<file path="config.mk">
export PLATFORM = sky130hd
export DESIGN_NAME = tpoc_top
export DESIGN_NICKNAME = d
export VERILOG_FILES = /design/src/include/tpoc_pkg.sv /design/src/tpoc_fifo.sv /design/src/tpoc_top.sv
export VERILOG_INCLUDE_DIRS = /design/src /design/src/include
export SDC_FILE = /design/constraint.sdc
export NUM_CORES = 1
export LEC_CHECK = 0
export BUFFER_PORTS_ARGS = -buffer_cell sky130_fd_sc_hd__buf_2
export CAP_MARGIN = 5
export CORE_ASPECT_RATIO = 1.1
export CORE_MARGIN = 2
export CORE_UTILIZATION = 32
export CTS_BUF_LIST = sky130_fd_sc_hd__clkbuf_4 sky130_fd_sc_hd__clkbuf_8
export CTS_CLUSTER_DIAMETER = 100
export CTS_CLUSTER_SIZE = 16
export DETAILED_ROUTE_END_ITERATION = 8
export SETUP_SLACK_MARGIN = 0.02
export SYNTH_ARGS = -nofsm -noshare
export SYNTH_HDL_FRONTEND = slang
export SYNTH_SLANG_ARGS = --single-unit
</file>
<file path="constraint.sdc">
create_clock -name i_clk -period 6.9 [get_ports i_clk]
set_input_delay 0.69 -clock i_clk [delete_from_list [all_inputs] [get_ports i_clk]]
set_output_delay 0.69 -clock i_clk [all_outputs]
set_load 0.05 [all_outputs]
</file>
<file path="src/include/tpoc_defines.svh">
// Purpose: shared constants of the terminal print output controller
// Assumes: 125 MHz system clock, AXI4-Lite register access
// Notes: character codes are 8-bit ASCII
//
// What this block does
// - Selector position 1 is parallel; 2..8 are serial 150..9600 baud.
// - Printer rate is independent of host rate; printer must match it.
// - Copy key without shift prints the whole screen.
// - Copy key with shift toggles line-feed print mode.
// - In line-feed print mode each line feed outside pass-through prints the cursor line.
// - Copy key actions send nothing to the host; a copy-key screen print still sends XOFF, then XON.
// - ESC 135 prints screen, ESC 136 enters, ESC 137 leaves LF mode.
// - ESC 126 prints the whole cursor line.
// - After ESC 127 every received character goes unchanged to printer.
// - The ESC 127 pair itself is not forwarded.
// - ESC 130 ends pass-through; cancel 030 replaces the final character.
// - Print line outputs one line, print screen outputs 24 lines.
// - Entering or leaving LF mode prints nothing by itself.
// - A line is 80 codes left to right, then CR 015 and LF 012.
// - Blanks inside the text are sent as space 040.
// - With 16 or more trailing blanks, trim them and end the line.
// - Host is paused with XOFF until the line is printed, then XON.
// - Stall host characters into the silo; XON once the silo is empty.
`ifndef TPOC_DEFINES_SVH
`define TPOC_DEFINES_SVH

`define TPOC_ADDR_W 8
`define TPOC_CTRL_OFF 8'h00
`define TPOC_STATUS_OFF 8'h04
`define TPOC_CTRL_RESET 32'h0000_0001
`define TPOC_CTRL_EN_BIT 0

`define TPOC_CH_ESC 8'h1b
`define TPOC_CH_SCREEN 8'h5d
`define TPOC_CH_LF_ON 8'h5e
`define TPOC_CH_LF_OFF 8'h5f
`define TPOC_CH_LINE 8'h56
`define TPOC_CH_PT_ON 8'h57
`define TPOC_CH_PT_OFF 8'h58
`define TPOC_CH_CAN 8'h18
`define TPOC_CH_CR 8'h0d
`define TPOC_CH_LF 8'h0a
`define TPOC_CH_SPACE 8'h20
`define TPOC_CH_XOFF 8'h13
`define TPOC_CH_XON 8'h11

`define TPOC_COLS 80
`define TPOC_ROWS 24
`define TPOC_TRIM_MIN 16
`define TPOC_FIFO_DEPTH 4

`define TPOC_CLK_HZ 125000000
`define TPOC_STROBE_NS 1000
`define TPOC_STROBE_CYC \
  ((`TPOC_STROBE_NS * (`TPOC_CLK_HZ / 1000000) + 999) / 1000)
`define TPOC_SEL_PARALLEL 3'h0

`endif

</file>
<file path="src/include/tpoc_pkg.sv">
// Purpose: types of the terminal print output controller
// Assumes: constants come from tpoc_defines.svh
// Notes: state codes are one-hot
package tpoc_pkg;

  typedef enum logic [5:0] {
    TPOC_F_IDLE = 6'h01,
    TPOC_F_SCAN = 6'h02,
    TPOC_F_SEND = 6'h04,
    TPOC_F_CR = 6'h08,
    TPOC_F_LF = 6'h10,
    TPOC_F_DONE = 6'h20
  } tpoc_fmt_state_t;

  typedef enum logic [4:0] {
    TPOC_O_IDLE = 5'h01,
    TPOC_O_PSET = 5'h02,
    TPOC_O_PSTB = 5'h04,
    TPOC_O_PHLD = 5'h08,
    TPOC_O_SER = 5'h10
  } tpoc_out_state_t;

  typedef struct packed {
    logic [23:0] zero;
    logic demand;
    logic [2:0] sel;
    logic xoff_sent;
    logic busy;
    logic passthru;
    logic lf_mode;
  } tpoc_status_t;

endpackage : tpoc_pkg

</file>
<file path="src/tpoc_fifo.sv">
// Purpose: small FIFO between line formatter and printer port
// Assumes: one clock, clock enable freezes it
// Notes: depth must be a power of two
`timescale 1ns/1ps
module tpoc_fifo #(
  parameter int unsigned W = 8,
  parameter int unsigned D = 4
) (
  input wire logic i_clk,
  input wire logic i_reset_n,
  input wire logic i_ce,
  input wire logic i_in_valid,
  input wire logic [W-1:0] i_in_data,
  output logic o_in_ready,
  output logic o_out_valid,
  output logic [W-1:0] o_out_data,
  input wire logic i_out_ready
);
  localparam int unsigned AW = $clog2(D);
  logic [W-1:0] mem [D];
  logic [AW:0] wr_ptr_reg;
  logic [AW:0] rd_ptr_reg;
  wire full = (wr_ptr_reg[AW] != rd_ptr_reg[AW]) &&
              (wr_ptr_reg[AW-1:0] == rd_ptr_reg[AW-1:0]);
  wire empty = wr_ptr_reg == rd_ptr_reg;
  wire push = i_in_valid && !full;
  wire pop = i_out_ready && !empty;

  assign o_in_ready = !full;
  assign o_out_valid = !empty;
  assign o_out_data = mem[rd_ptr_reg[AW-1:0]];

  always_ff @(posedge i_clk) begin
    if (i_ce && push) begin
      mem[wr_ptr_reg[AW-1:0]] <= i_in_data;
    end
  end

  always_ff @(posedge i_clk or negedge i_reset_n) begin
    if (!i_reset_n) begin
      wr_ptr_reg <= '0;
      rd_ptr_reg <= '0;
    end else if (i_ce) begin
      if (push) begin
        wr_ptr_reg <= wr_ptr_reg + 1'b1;
      end
      if (pop) begin
        rd_ptr_reg <= rd_ptr_reg + 1'b1;
      end
    end
  end
endmodule : tpoc_fifo

</file>
<file path="src/tpoc_top.sv">
// Purpose: print output control of a video terminal
// Assumes: screen read port answers one cycle after the address
// Notes: selector and demand pins are synchronised here
//
// Added by the designer: the register offsets and the AXI4-Lite register port.
`timescale 1ns/1ps
`include "tpoc_defines.svh"
module tpoc_top #(
  parameter int unsigned P_CLK_HZ = `TPOC_CLK_HZ
) (
  input wire logic i_clk,
  input wire logic i_reset_n,
  input wire logic i_ce,
  input wire logic i_s_axi_awvalid,
  output logic o_s_axi_awready,
  input wire logic [`TPOC_ADDR_W-1:0] i_s_axi_awaddr,
  input wire logic i_s_axi_wvalid,
  output logic o_s_axi_wready,
  input wire logic [31:0] i_s_axi_wdata,
  input wire logic [3:0] i_s_axi_wstrb,
  output logic o_s_axi_bvalid,
  input wire logic i_s_axi_bready,
  output logic [1:0] o_s_axi_bresp,
  input wire logic i_s_axi_arvalid,
  output logic o_s_axi_arready,
  input wire logic [`TPOC_ADDR_W-1:0] i_s_axi_araddr,
  output logic o_s_axi_rvalid,
  input wire logic i_s_axi_rready,
  output logic [31:0] o_s_axi_rdata,
  output logic [1:0] o_s_axi_rresp,
  input wire logic i_host_valid,
  input wire logic [7:0] i_host_char,
  output logic o_host_ready,
  input wire logic [4:0] i_cursor_row,
  input wire logic i_copy_key,
  input wire logic i_shift,
  output logic [4:0] o_scr_row,
  output logic [6:0] o_scr_col,
  input wire logic [7:0] i_scr_char,
  output logic o_flow_valid,
  output logic [7:0] o_flow_char,
  input wire logic i_flow_ready,
  input wire logic i_silo_empty,
  input wire logic [2:0] i_sel,
  input wire logic i_par_demand,
  output logic [7:0] o_par_data,
  output logic o_par_strobe,
  output logic o_ser_txd,
  output logic o_hold
);
  import tpoc_pkg::*;

  localparam logic [6:0] LAST_COL = 7'(`TPOC_COLS - 1);
  localparam logic [6:0] TRIM_LAST = 7'(`TPOC_COLS - 1 - `TPOC_TRIM_MIN);
  localparam logic [4:0] LAST_ROW = 5'(`TPOC_ROWS - 1);
  localparam logic [19:0] STB_CYC = 20'(`TPOC_STROBE_CYC);

  function automatic logic blank(input logic [7:0] c);
    blank = (c == `TPOC_CH_SPACE) || (c == 8'h00);
  endfunction : blank

  function automatic logic [19:0] bit_cycles(input logic [2:0] s);
    unique case (s)
      3'h1: bit_cycles = 20'(P_CLK_HZ / 150);
      3'h2: bit_cycles = 20'(P_CLK_HZ / 300);
      3'h3: bit_cycles = 20'(P_CLK_HZ / 600);
      3'h4: bit_cycles = 20'(P_CLK_HZ / 1200);
      3'h5: bit_cycles = 20'(P_CLK_HZ / 2400);
      3'h6: bit_cycles = 20'(P_CLK_HZ / 4800);
      default: bit_cycles = 20'(P_CLK_HZ / 9600);
    endcase
  endfunction : bit_cycles

  // Pin synchronisers: a change counts once stages two and three agree
  logic [3:0] pin_s1_reg;
  logic [3:0] pin_s2_reg;
  logic [3:0] pin_s3_reg;
  logic [3:0] pin_reg;
  always_ff @(posedge i_clk or negedge i_reset_n) begin
    if (!i_reset_n) begin
      pin_s1_reg <= 4'h0;
      pin_s2_reg <= 4'h0;
      pin_s3_reg <= 4'h0;
      pin_reg <= 4'h0;
    end else if (i_ce) begin
      pin_s1_reg <= {i_par_demand, i_sel};
      pin_s2_reg <= pin_s1_reg;
      pin_s3_reg <= pin_s2_reg;
      if (pin_s2_reg == pin_s3_reg) begin
        pin_reg <= pin_s3_reg;
      end
    end
  end
  wire [2:0] sel_now = pin_reg[2:0];
  wire demand = pin_reg[3];

  // Register bus
  logic awready_reg, wready_reg, bvalid_reg, aw_got_reg, w_got_reg;
  logic arready_reg, rvalid_reg;
  logic [1:0] bresp_reg, rresp_reg;
  logic [31:0] rdata_reg, wdata_reg;
  logic [`TPOC_ADDR_W-1:0] awaddr_reg;
  logic wstrb0_reg;
  logic ctrl_en_reg;
  tpoc_status_t status;
  wire aw_hs = i_s_axi_awvalid && awready_reg;
  wire w_hs = i_s_axi_wvalid && wready_reg;
  wire ar_hs = i_s_axi_arvalid && arready_reg;
  wire do_wr = aw_got_reg && w_got_reg && !bvalid_reg;
  wire wr_ctrl = awaddr_reg == `TPOC_CTRL_OFF;
  wire wr_ok = wr_ctrl || (awaddr_reg == `TPOC_STATUS_OFF);
  wire rd_ctrl = i_s_axi_araddr == `TPOC_CTRL_OFF;
  wire rd_stat = i_s_axi_araddr == `TPOC_STATUS_OFF;
  wire [31:0] rd_mux = rd_ctrl ? {31'h0, ctrl_en_reg} :
                       rd_stat ? status : 32'h0;

  always_ff @(posedge i_clk or negedge i_reset_n) begin
    if (!i_reset_n) begin
      awready_reg <= 1'b1;
      wready_reg <= 1'b1;
      aw_got_reg <= 1'b0;
      w_got_reg <= 1'b0;
      bvalid_reg <= 1'b0;
      bresp_reg <= 2'h0;
      awaddr_reg <= '0;
      wdata_reg <= 32'h0;
      wstrb0_reg <= 1'b0;
      ctrl_en_reg <= 1'(`TPOC_CTRL_RESET & 32'h1);
    end else if (i_ce) begin
      if (aw_hs) begin
        awaddr_reg <= i_s_axi_awaddr;
        aw_got_reg <= 1'b1;
        awready_reg <= 1'b0;
      end
      if (w_hs) begin
        wdata_reg <= i_s_axi_wdata;
        wstrb0_reg <= i_s_axi_wstrb[0];
        w_got_reg <= 1'b1;
        wready_reg <= 1'b0;
      end
      if (do_wr) begin
        aw_got_reg <= 1'b0;
        w_got_reg <= 1'b0;
        bvalid_reg <= 1'b1;
        bresp_reg <= wr_ok ? 2'h0 : 2'h3;
        if (wr_ctrl && wstrb0_reg) begin
          ctrl_en_reg <= wdata_reg[`TPOC_CTRL_EN_BIT];
        end
      end
      if (bvalid_reg && i_s_axi_bready) begin
        bvalid_reg <= 1'b0;
        awready_reg <= 1'b1;
        wready_reg <= 1'b1;
      end
    end
  end

  always_ff @(posedge i_clk or negedge i_reset_n) begin
    if (!i_reset_n) begin
      arready_reg <= 1'b1;
      rvalid_reg <= 1'b0;
      rdata_reg <= 32'h0;
      rresp_reg <= 2'h0;
    end else if (i_ce) begin
      if (ar_hs) begin
        arready_reg <= 1'b0;
        rvalid_reg <= 1'b1;
        rdata_reg <= rd_mux;
        rresp_reg <= (rd_ctrl || rd_stat) ? 2'h0 : 2'h3;
      end else if (rvalid_reg && i_s_axi_rready) begin
        rvalid_reg <= 1'b0;
        arready_reg <= 1'b1;
      end
    end
  end

  // FIFO between formatter and printer port
  logic push_valid;
  logic [7:0] push_char;
  logic fifo_in_ready, fifo_out_valid, pop;
  logic [7:0] fifo_out_char;
  tpoc_fifo #(.W(8), .D(`TPOC_FIFO_DEPTH)) u_fifo (
    .i_clk(i_clk),
    .i_reset_n(i_reset_n),
    .i_ce(i_ce),
    .i_in_valid(push_valid),
    .i_in_data(push_char),
    .o_in_ready(fifo_in_ready),
    .o_out_valid(fifo_out_valid),
    .o_out_data(fifo_out_char),
    .i_out_ready(pop)
  );

  // Command interpreter and line formatter
  tpoc_fmt_state_t fst_reg;
  logic host_ready_reg, esc_reg, lf_mode_reg, pt_reg, copy_pend_reg;
  logic screen_reg, rd_valid_reg, any_reg, phase_reg;
  logic [6:0] col_reg, rd_col_reg, last_reg;
  logic [4:0] row_reg;
  logic xoff_pend_reg, xon_pend_reg, xoff_sent_reg;
  logic flow_valid_reg;
  logic [7:0] flow_char_reg;

  wire host_take = i_host_valid && host_ready_reg;
  wire idle = fst_reg == TPOC_F_IDLE;
  wire copy_go = idle && !host_take && copy_pend_reg;
  wire is_esc = i_host_char == `TPOC_CH_ESC;
  wire cmd = host_take && esc_reg && !pt_reg;
  wire cmd_screen = cmd && (i_host_char == `TPOC_CH_SCREEN);
  wire cmd_line = cmd && (i_host_char == `TPOC_CH_LINE);
  wire auto_lf = host_take && !pt_reg && !esc_reg && lf_mode_reg &&
                 (i_host_char == `TPOC_CH_LF);
  wire start_screen = cmd_screen || (copy_go && !i_shift);
  wire start_line = cmd_line || auto_lf;
  wire start = start_screen || start_line;
  wire pt_exit = host_take && pt_reg && esc_reg &&
                 (i_host_char == `TPOC_CH_PT_OFF);
  wire pt_fwd = host_take && pt_reg;
  wire trim = !any_reg || (last_reg <= TRIM_LAST);
  wire [6:0] end_col = trim ? last_reg : LAST_COL;
  wire send_push = (fst_reg == TPOC_F_SEND) && phase_reg;
  wire cr_push = fst_reg == TPOC_F_CR;
  wire lf_push = fst_reg == TPOC_F_LF;

  assign push_valid = pt_fwd || send_push || cr_push || lf_push;
  always_comb begin
    push_char = i_host_char;
    if (pt_exit) begin
      push_char = `TPOC_CH_CAN;
    end else if (send_push) begin
      push_char = blank(i_scr_char) ? `TPOC_CH_SPACE : i_scr_char;
    end else if (cr_push) begin
      push_char = `TPOC_CH_CR;
    end else if (lf_push) begin
      push_char = `TPOC_CH_LF;
    end
  end

  // One host character per two cycles keeps a free FIFO slot in hand
  wire ready_next = idle && !start && !copy_go && !host_take &&
                    fifo_in_ready;

  always_ff @(posedge i_clk or negedge i_reset_n) begin
    if (!i_reset_n) begin
      host_ready_reg <= 1'b0;
      esc_reg <= 1'b0;
      lf_mode_reg <= 1'b0;
      pt_reg <= 1'b0;
      copy_pend_reg <= 1'b0;
    end else if (i_ce) begin
      host_ready_reg <= ready_next;
      // Set beats clear when a press meets its own service cycle
      copy_pend_reg <= i_copy_key || (copy_pend_reg && !copy_go);
      if (copy_go && i_shift) begin
        lf_mode_reg <= !lf_mode_reg;
      end
      if (host_take) begin
        esc_reg <= is_esc && !esc_reg;
        if (cmd && (i_host_char == `TPOC_CH_LF_ON)) begin
          lf_mode_reg <= 1'b1;
        end
        if (cmd && (i_host_char == `TPOC_CH_LF_OFF)) begin
          lf_mode_reg <= 1'b0;
        end
        if (cmd && (i_host_char == `TPOC_CH_PT_ON)) begin
          pt_reg <= 1'b1;
        end
        if (pt_exit) begin
          pt_reg <= 1'b0;
        end
      end
    end
  end

  always_ff @(posedge i_clk or negedge i_reset_n) begin
    if (!i_reset_n) begin
      fst_reg <= TPOC_F_IDLE;
      screen_reg <= 1'b0;
      row_reg <= 5'h0;
      col_reg <= 7'h0;
      rd_col_reg <= 7'h0;
      rd_valid_reg <= 1'b0;
      last_reg <= 7'h0;
      any_reg <= 1'b0;
      phase_reg <= 1'b0;
    end else if (i_ce) begin
      rd_valid_reg <= fst_reg == TPOC_F_SCAN;
      rd_col_reg <= col_reg;
      unique case (fst_reg)
        TPOC_F_IDLE: begin
          if (start) begin
            screen_reg <= start_screen;
            row_reg <= start_screen ? 5'h0 : i_cursor_row;
            col_reg <= 7'h0;
            any_reg <= 1'b0;
            fst_reg <= TPOC_F_SCAN;
          end
        end
        TPOC_F_SCAN: begin
          if (col_reg != LAST_COL) begin
            col_reg <= col_reg + 7'h1;
          end
          if (rd_valid_reg && !blank(i_scr_char)) begin
            last_reg <= rd_col_reg;
            any_reg <= 1'b1;
          end
          if (rd_valid_reg && (rd_col_reg == LAST_COL)) begin
            col_reg <= 7'h0;
            phase_reg <= 1'b0;
            fst_reg <= TPOC_F_SEND;
          end
        end
        TPOC_F_SEND: begin
          if (!any_reg) begin
            fst_reg <= TPOC_F_CR;
          end else if (!phase_reg) begin
            phase_reg <= 1'b1;
          end else if (fifo_in_ready) begin
            phase_reg <= 1'b0;
            col_reg <= col_reg + 7'h1;
            if (col_reg == end_col) begin
              fst_reg <= TPOC_F_CR;
            end
          end
        end
        TPOC_F_CR: begin
          if (fifo_in_ready) begin
            fst_reg <= TPOC_F_LF;
          end
        end
        TPOC_F_LF: begin
          if (fifo_in_ready) begin
            col_reg <= 7'h0;
            if (screen_reg && (row_reg != LAST_ROW)) begin
              row_reg <= row_reg + 5'h1;
              any_reg <= 1'b0;
              fst_reg <= TPOC_F_SCAN;
            end else begin
              fst_reg <= TPOC_F_DONE;
            end
          end
        end
        TPOC_F_DONE: begin
          fst_reg <= TPOC_F_IDLE;
        end
      endcase
    end
  end

  always_ff @(posedge i_clk or negedge i_reset_n) begin
    if (!i_reset_n) begin
      xoff_pend_reg <= 1'b0;
      xon_pend_reg <= 1'b0;
      xoff_sent_reg <= 1'b0;
      flow_valid_reg <= 1'b0;
      flow_char_reg <= 8'h00;
    end else if (i_ce) begin
      if (start) begin
        xoff_pend_reg <= 1'b1;
        xon_pend_reg <= 1'b0;
      end else if (fst_reg == TPOC_F_DONE) begin
        xon_pend_reg <= 1'b1;
      end
      if (flow_valid_reg) begin
        if (i_flow_ready) begin
          flow_valid_reg <= 1'b0;
        end
      end else if (xoff_pend_reg && !start) begin
        xoff_pend_reg <= 1'b0;
        if (!xoff_sent_reg) begin
          flow_valid_reg <= 1'b1;
          flow_char_reg <= `TPOC_CH_XOFF;
          xoff_sent_reg <= 1'b1;
        end
      end else if (xon_pend_reg && idle && i_silo_empty && !start) begin
        xon_pend_reg <= 1'b0;
        if (xoff_sent_reg) begin
          flow_valid_reg <= 1'b1;
          flow_char_reg <= `TPOC_CH_XON;
          xoff_sent_reg <= 1'b0;
        end
      end
    end
  end

  // Printer port
  tpoc_out_state_t ost_reg;
  logic [7:0] par_data_reg;
  logic par_strobe_reg, txd_reg, hold_reg;
  logic [8:0] sh_reg;
  logic [3:0] nbits_reg;
  logic [19:0] cnt_reg, div_reg;
  wire parallel = sel_now == `TPOC_SEL_PARALLEL;
  assign pop = (ost_reg == TPOC_O_IDLE) && fifo_out_valid && ctrl_en_reg &&
               (!parallel || demand);
  wire cnt_zero = cnt_reg == 20'h0;

  always_ff @(posedge i_clk or negedge i_reset_n) begin
    if (!i_reset_n) begin
      ost_reg <= TPOC_O_IDLE;
      par_data_reg <= 8'h00;
      par_strobe_reg <= 1'b0;
      txd_reg <= 1'b1;
      sh_reg <= 9'h1ff;
      nbits_reg <= 4'h0;
      cnt_reg <= 20'h0;
      div_reg <= 20'h0;
    end else if (i_ce) begin
      if (!cnt_zero) begin
        cnt_reg <= cnt_reg - 20'h1;
      end
      unique case (ost_reg)
        TPOC_O_IDLE: begin
          if (pop && parallel) begin
            par_data_reg <= fifo_out_char;
            ost_reg <= TPOC_O_PSET;
          end else if (pop) begin
            div_reg <= bit_cycles(sel_now) - 20'h1;
            cnt_reg <= bit_cycles(sel_now) - 20'h1;
            txd_reg <= 1'b0;
            sh_reg <= {1'b1, fifo_out_char};
            nbits_reg <= 4'h9;
            ost_reg <= TPOC_O_SER;
          end
        end
        TPOC_O_PSET: begin
          par_strobe_reg <= 1'b1;
          cnt_reg <= STB_CYC - 20'h1;
          ost_reg <= TPOC_O_PSTB;
        end
        TPOC_O_PSTB: begin
          if (cnt_zero) begin
            par_strobe_reg <= 1'b0;
            ost_reg <= TPOC_O_PHLD;
          end
        end
        TPOC_O_PHLD: begin
          ost_reg <= TPOC_O_IDLE;
        end
        TPOC_O_SER: begin
          if (cnt_zero) begin
            if (nbits_reg == 4'h0) begin
              ost_reg <= TPOC_O_IDLE;
            end else begin
              txd_reg <= sh_reg[0];
              sh_reg <= {1'b1, sh_reg[8:1]};
              nbits_reg <= nbits_reg - 4'h1;
              cnt_reg <= div_reg;
            end
          end
        end
      endcase
    end
  end

  always_ff @(posedge i_clk or negedge i_reset_n) begin
    if (!i_reset_n) begin
      hold_reg <= 1'b0;
    end else if (i_ce) begin
      hold_reg <= !idle || start || xoff_sent_reg;
    end
  end

  assign status = '{zero: 24'h0, demand: demand, sel: sel_now,
                    xoff_sent: xoff_sent_reg, busy: !idle,
                    passthru: pt_reg, lf_mode: lf_mode_reg};

  assign o_s_axi_awready = awready_reg;
  assign o_s_axi_wready = wready_reg;
  assign o_s_axi_bvalid = bvalid_reg;
  assign o_s_axi_bresp = bresp_reg;
  assign o_s_axi_arready = arready_reg;
  assign o_s_axi_rvalid = rvalid_reg;
  assign o_s_axi_rdata = rdata_reg;
  assign o_s_axi_rresp = rresp_reg;
  assign o_host_ready = host_ready_reg;
  assign o_scr_row = row_reg;
  assign o_scr_col = col_reg;
  assign o_flow_valid = flow_valid_reg;
  assign o_flow_char = flow_char_reg;
  assign o_par_data = par_data_reg;
  assign o_par_strobe = par_strobe_reg;
  assign o_ser_txd = txd_reg;
  assign o_hold = hold_reg;
endmodule : tpoc_top
</file>
==> reports/summary.txt <==
CTS tree - built
R2R setup slack - 3460 ps
Final #Nets - 1180
clock sink count - 197
initial DRC count - 537
RSZ-0062 raised after global routing - false
leakage - 4.98 nW
cells resized by post-CTS repair - 0
CP max stage delay - 970 ps
Antenna Cells - 0
Placed Instances - 1486
Worst path slowest cell - nor4_4
core area - 32200 µm²
Placement Setup Slack - 3480 ps
Clock Path Buffers - 2
post-route clock period utilization - 49.9%
Seq cells post-synth - 197
clock slew at reported path FFs - 100 ps
most common cell after layout, fill and taps aside - dfrtp_1
area delta synth->final - 10.9%
post-synth cell types - 84
most frequent cells in the layout - 150 x dfrtp_1, 99 x buf_2, 90 x nand2_1
Root Buffer - clkbuf_8
CP Class - reg -> reg
Critical path origin - ost_reg[2]
Hold Buf Count CTS - 0
Max Slew Vio Count - 0
initial core utilization - 32.4%
Routed Antenna Nets - 0
r2r worst-path depth - 7
status - completed
mapped cell area - 10400 µm²
final cell count without fillers - 1518
GRT overflow - 0
DRC Markers - 0
Buf/Inv on CP - 1
DR vias/cell - 5.27
Yosys warnings - 0
Achievable Freq - 291 MHz
Design Area, Final - 11600 µm²
First-pass DRT Iterations - 5
clock insertion delay at the later pin of the skew report - 480 ps
Async S/R FF share, synth - 83.8%
die footprint - 34100 µm²
Die X - 176 µm
initial antenna violation count - 1
Final Critical Period - 3440 ps
die height - 193 µm
Worst path depth - 7
Slew Limit Headroom - 27.1%
TNS Setup - 0 ps
Worst Slack Setup Final - 3460 ps
worst path required time - 7240 ps
count of final hold-check violations - 0
Seq/Total Area, Yosys - 48.9%
crit path max fanout - 25
Post-Synthesis Cells - 1008
H-Tree Depth - 4
Post-synth EDFFs - 32
port bufs - 100
Post-synth top flop - dfrtp_1
via count - 7995
Arr. time, crit path - 3780 ps
CTS Buf Count - 17
vias in the first global route - 7770
num ports - 164
share of layout cells above drive strength 1 - 21.9%
Hold Path Class - in -> async
P per Cell Area - 278 nW/µm²
post-CTS setup buffers - 0
max reg flops - 32
largest delay contributor family on the critical path - simple AND/OR/NAND/NOR gates
worst clock skew - 11.3 ps
Worst R2R End - nbits_reg[2]
gr usage total - 15.4%
fin util - 36.0%
max cap viols - 0
pin count of the biggest net entering global routing - 99
peak supply drop - 0.227 mV
total wire length - 25700 µm
final setup violation count - 0
Startpoint Class - flop
fillers - 3236
CP endpoint - nbits_reg[2]
hpwl dp - 18500 µm
crit path capture type - flop
Row Count - 69
GPL Wtd Cong - 0.809
crit path cell chain - or4b_4 -> or2_0 -> buf_4 -> nor4_4 -> o21ai_2 -> o21ai_0 -> o31ai_1
Worst Tran Pin Value - 1090 ps
dpl cell area - 11200 µm²
worst r2r src - ost_reg[2]
first-pass GRT wire length - 42000 µm
Mean Syn Cell Area - 10.4 µm²
mean routed wirelength per cell - 16.9 µm
==> layout make-up <==
type                            instances  area (µm²)  share of cell area [%]
Multi-Input combinational cell        726        4860                    42.0
Inverter                               29         109                   0.940
Tap cell                              426         533                    4.60
Sequential cell                       197        5110                    44.1
Clock inverter                         13         148                    1.28
Timing Repair Buffer                  108         567                    4.90
Clock buffer                           19         255                    2.20
==> routing by layer <==
metal / GRT usage (%) / up-vias / wire length (µm) / part of all wire (%)
met3: 2.63 / 41 / 1050 / 4.1
met4: 5.42 / 2 / 636 / 2.5
met2: 25.5 / 194 / 12500 / 49
met5: 0 / - / 13 / 0.051
li1: - / 3833 / - / -
met1: 20.2 / 3925 / 11500 / 45
==> how the worst min path moves through the flow <==
stage / endpoint / cells past startpoint
2_1_floorplan: any_reg / 0
3_3_place_gp: o_ser_txd / 2
3_5_place_dp: o_ser_txd / 2
4_1_cts: o_s_axi_arready / 2
5_1_grt: o_s_axi_arready / 2
6_report: o_scr_row[2] / 1
==> cell families after synthesis <==
group | after synthesis | synth area share, %
and+or+nand+nor | 327 | 16.2
other | 1 | 0.0359
muxes | 75 | 8.82
DFF | 197 | 48.9
xor gates and xnor gates | 19 | 1.59
buffers and inverters | 113 | 5.61
adders and majority gates | 11 | 1.32
AOI/OAI and AO/OA | 265 | 17.5
==> worst register-to-register path, cell delays in order, from the launching register on <==
cell,delay [ps]
dfrtp_1,490
or4b_4,560
or2_0,210
buf_4,220
nor4_4,980
o21ai_2,460
o21ai_0,280
o31ai_1,100
==> report_power, final <==
| part | switching [mW] | internal [mW] | total, mW |
|---|---|---|---|
| clock | 0.428 | 0.341 | 0.769 |
| sequential | 0.190 | 1.30 | 1.49 |
| combinational | 0.611 | 0.352 | 0.963 |
==> per-stage QoR <==
stage	hold WS (ps)	power [mW]
floorplan	394	2.22
global placement	450	2.46
detailed placement	454	2.47
CTS	335	3.24
global route	348	3.42
finish	301	3.22
==> synthesized netlist by cell type, types with 20 or more instances <==
cell        n  area share, %
a21oi_1    45            2.2
a22o_1     20            1.7
buf_4      34            2.4
clkbuf_1   32            1.2
dfrtp_1   150             36
edfxtp_1   32            9.2
inv_1      28            1.0
mux2_2     56            6.0
nand2_1    90            3.2
nand3_1    29            1.4
nor2_1     69            2.5
nor3_1     31            1.5
o21ai_0    56            2.7
o31ai_1    20            1.4
Note: power is estimated with default switching activity, not from simulation.
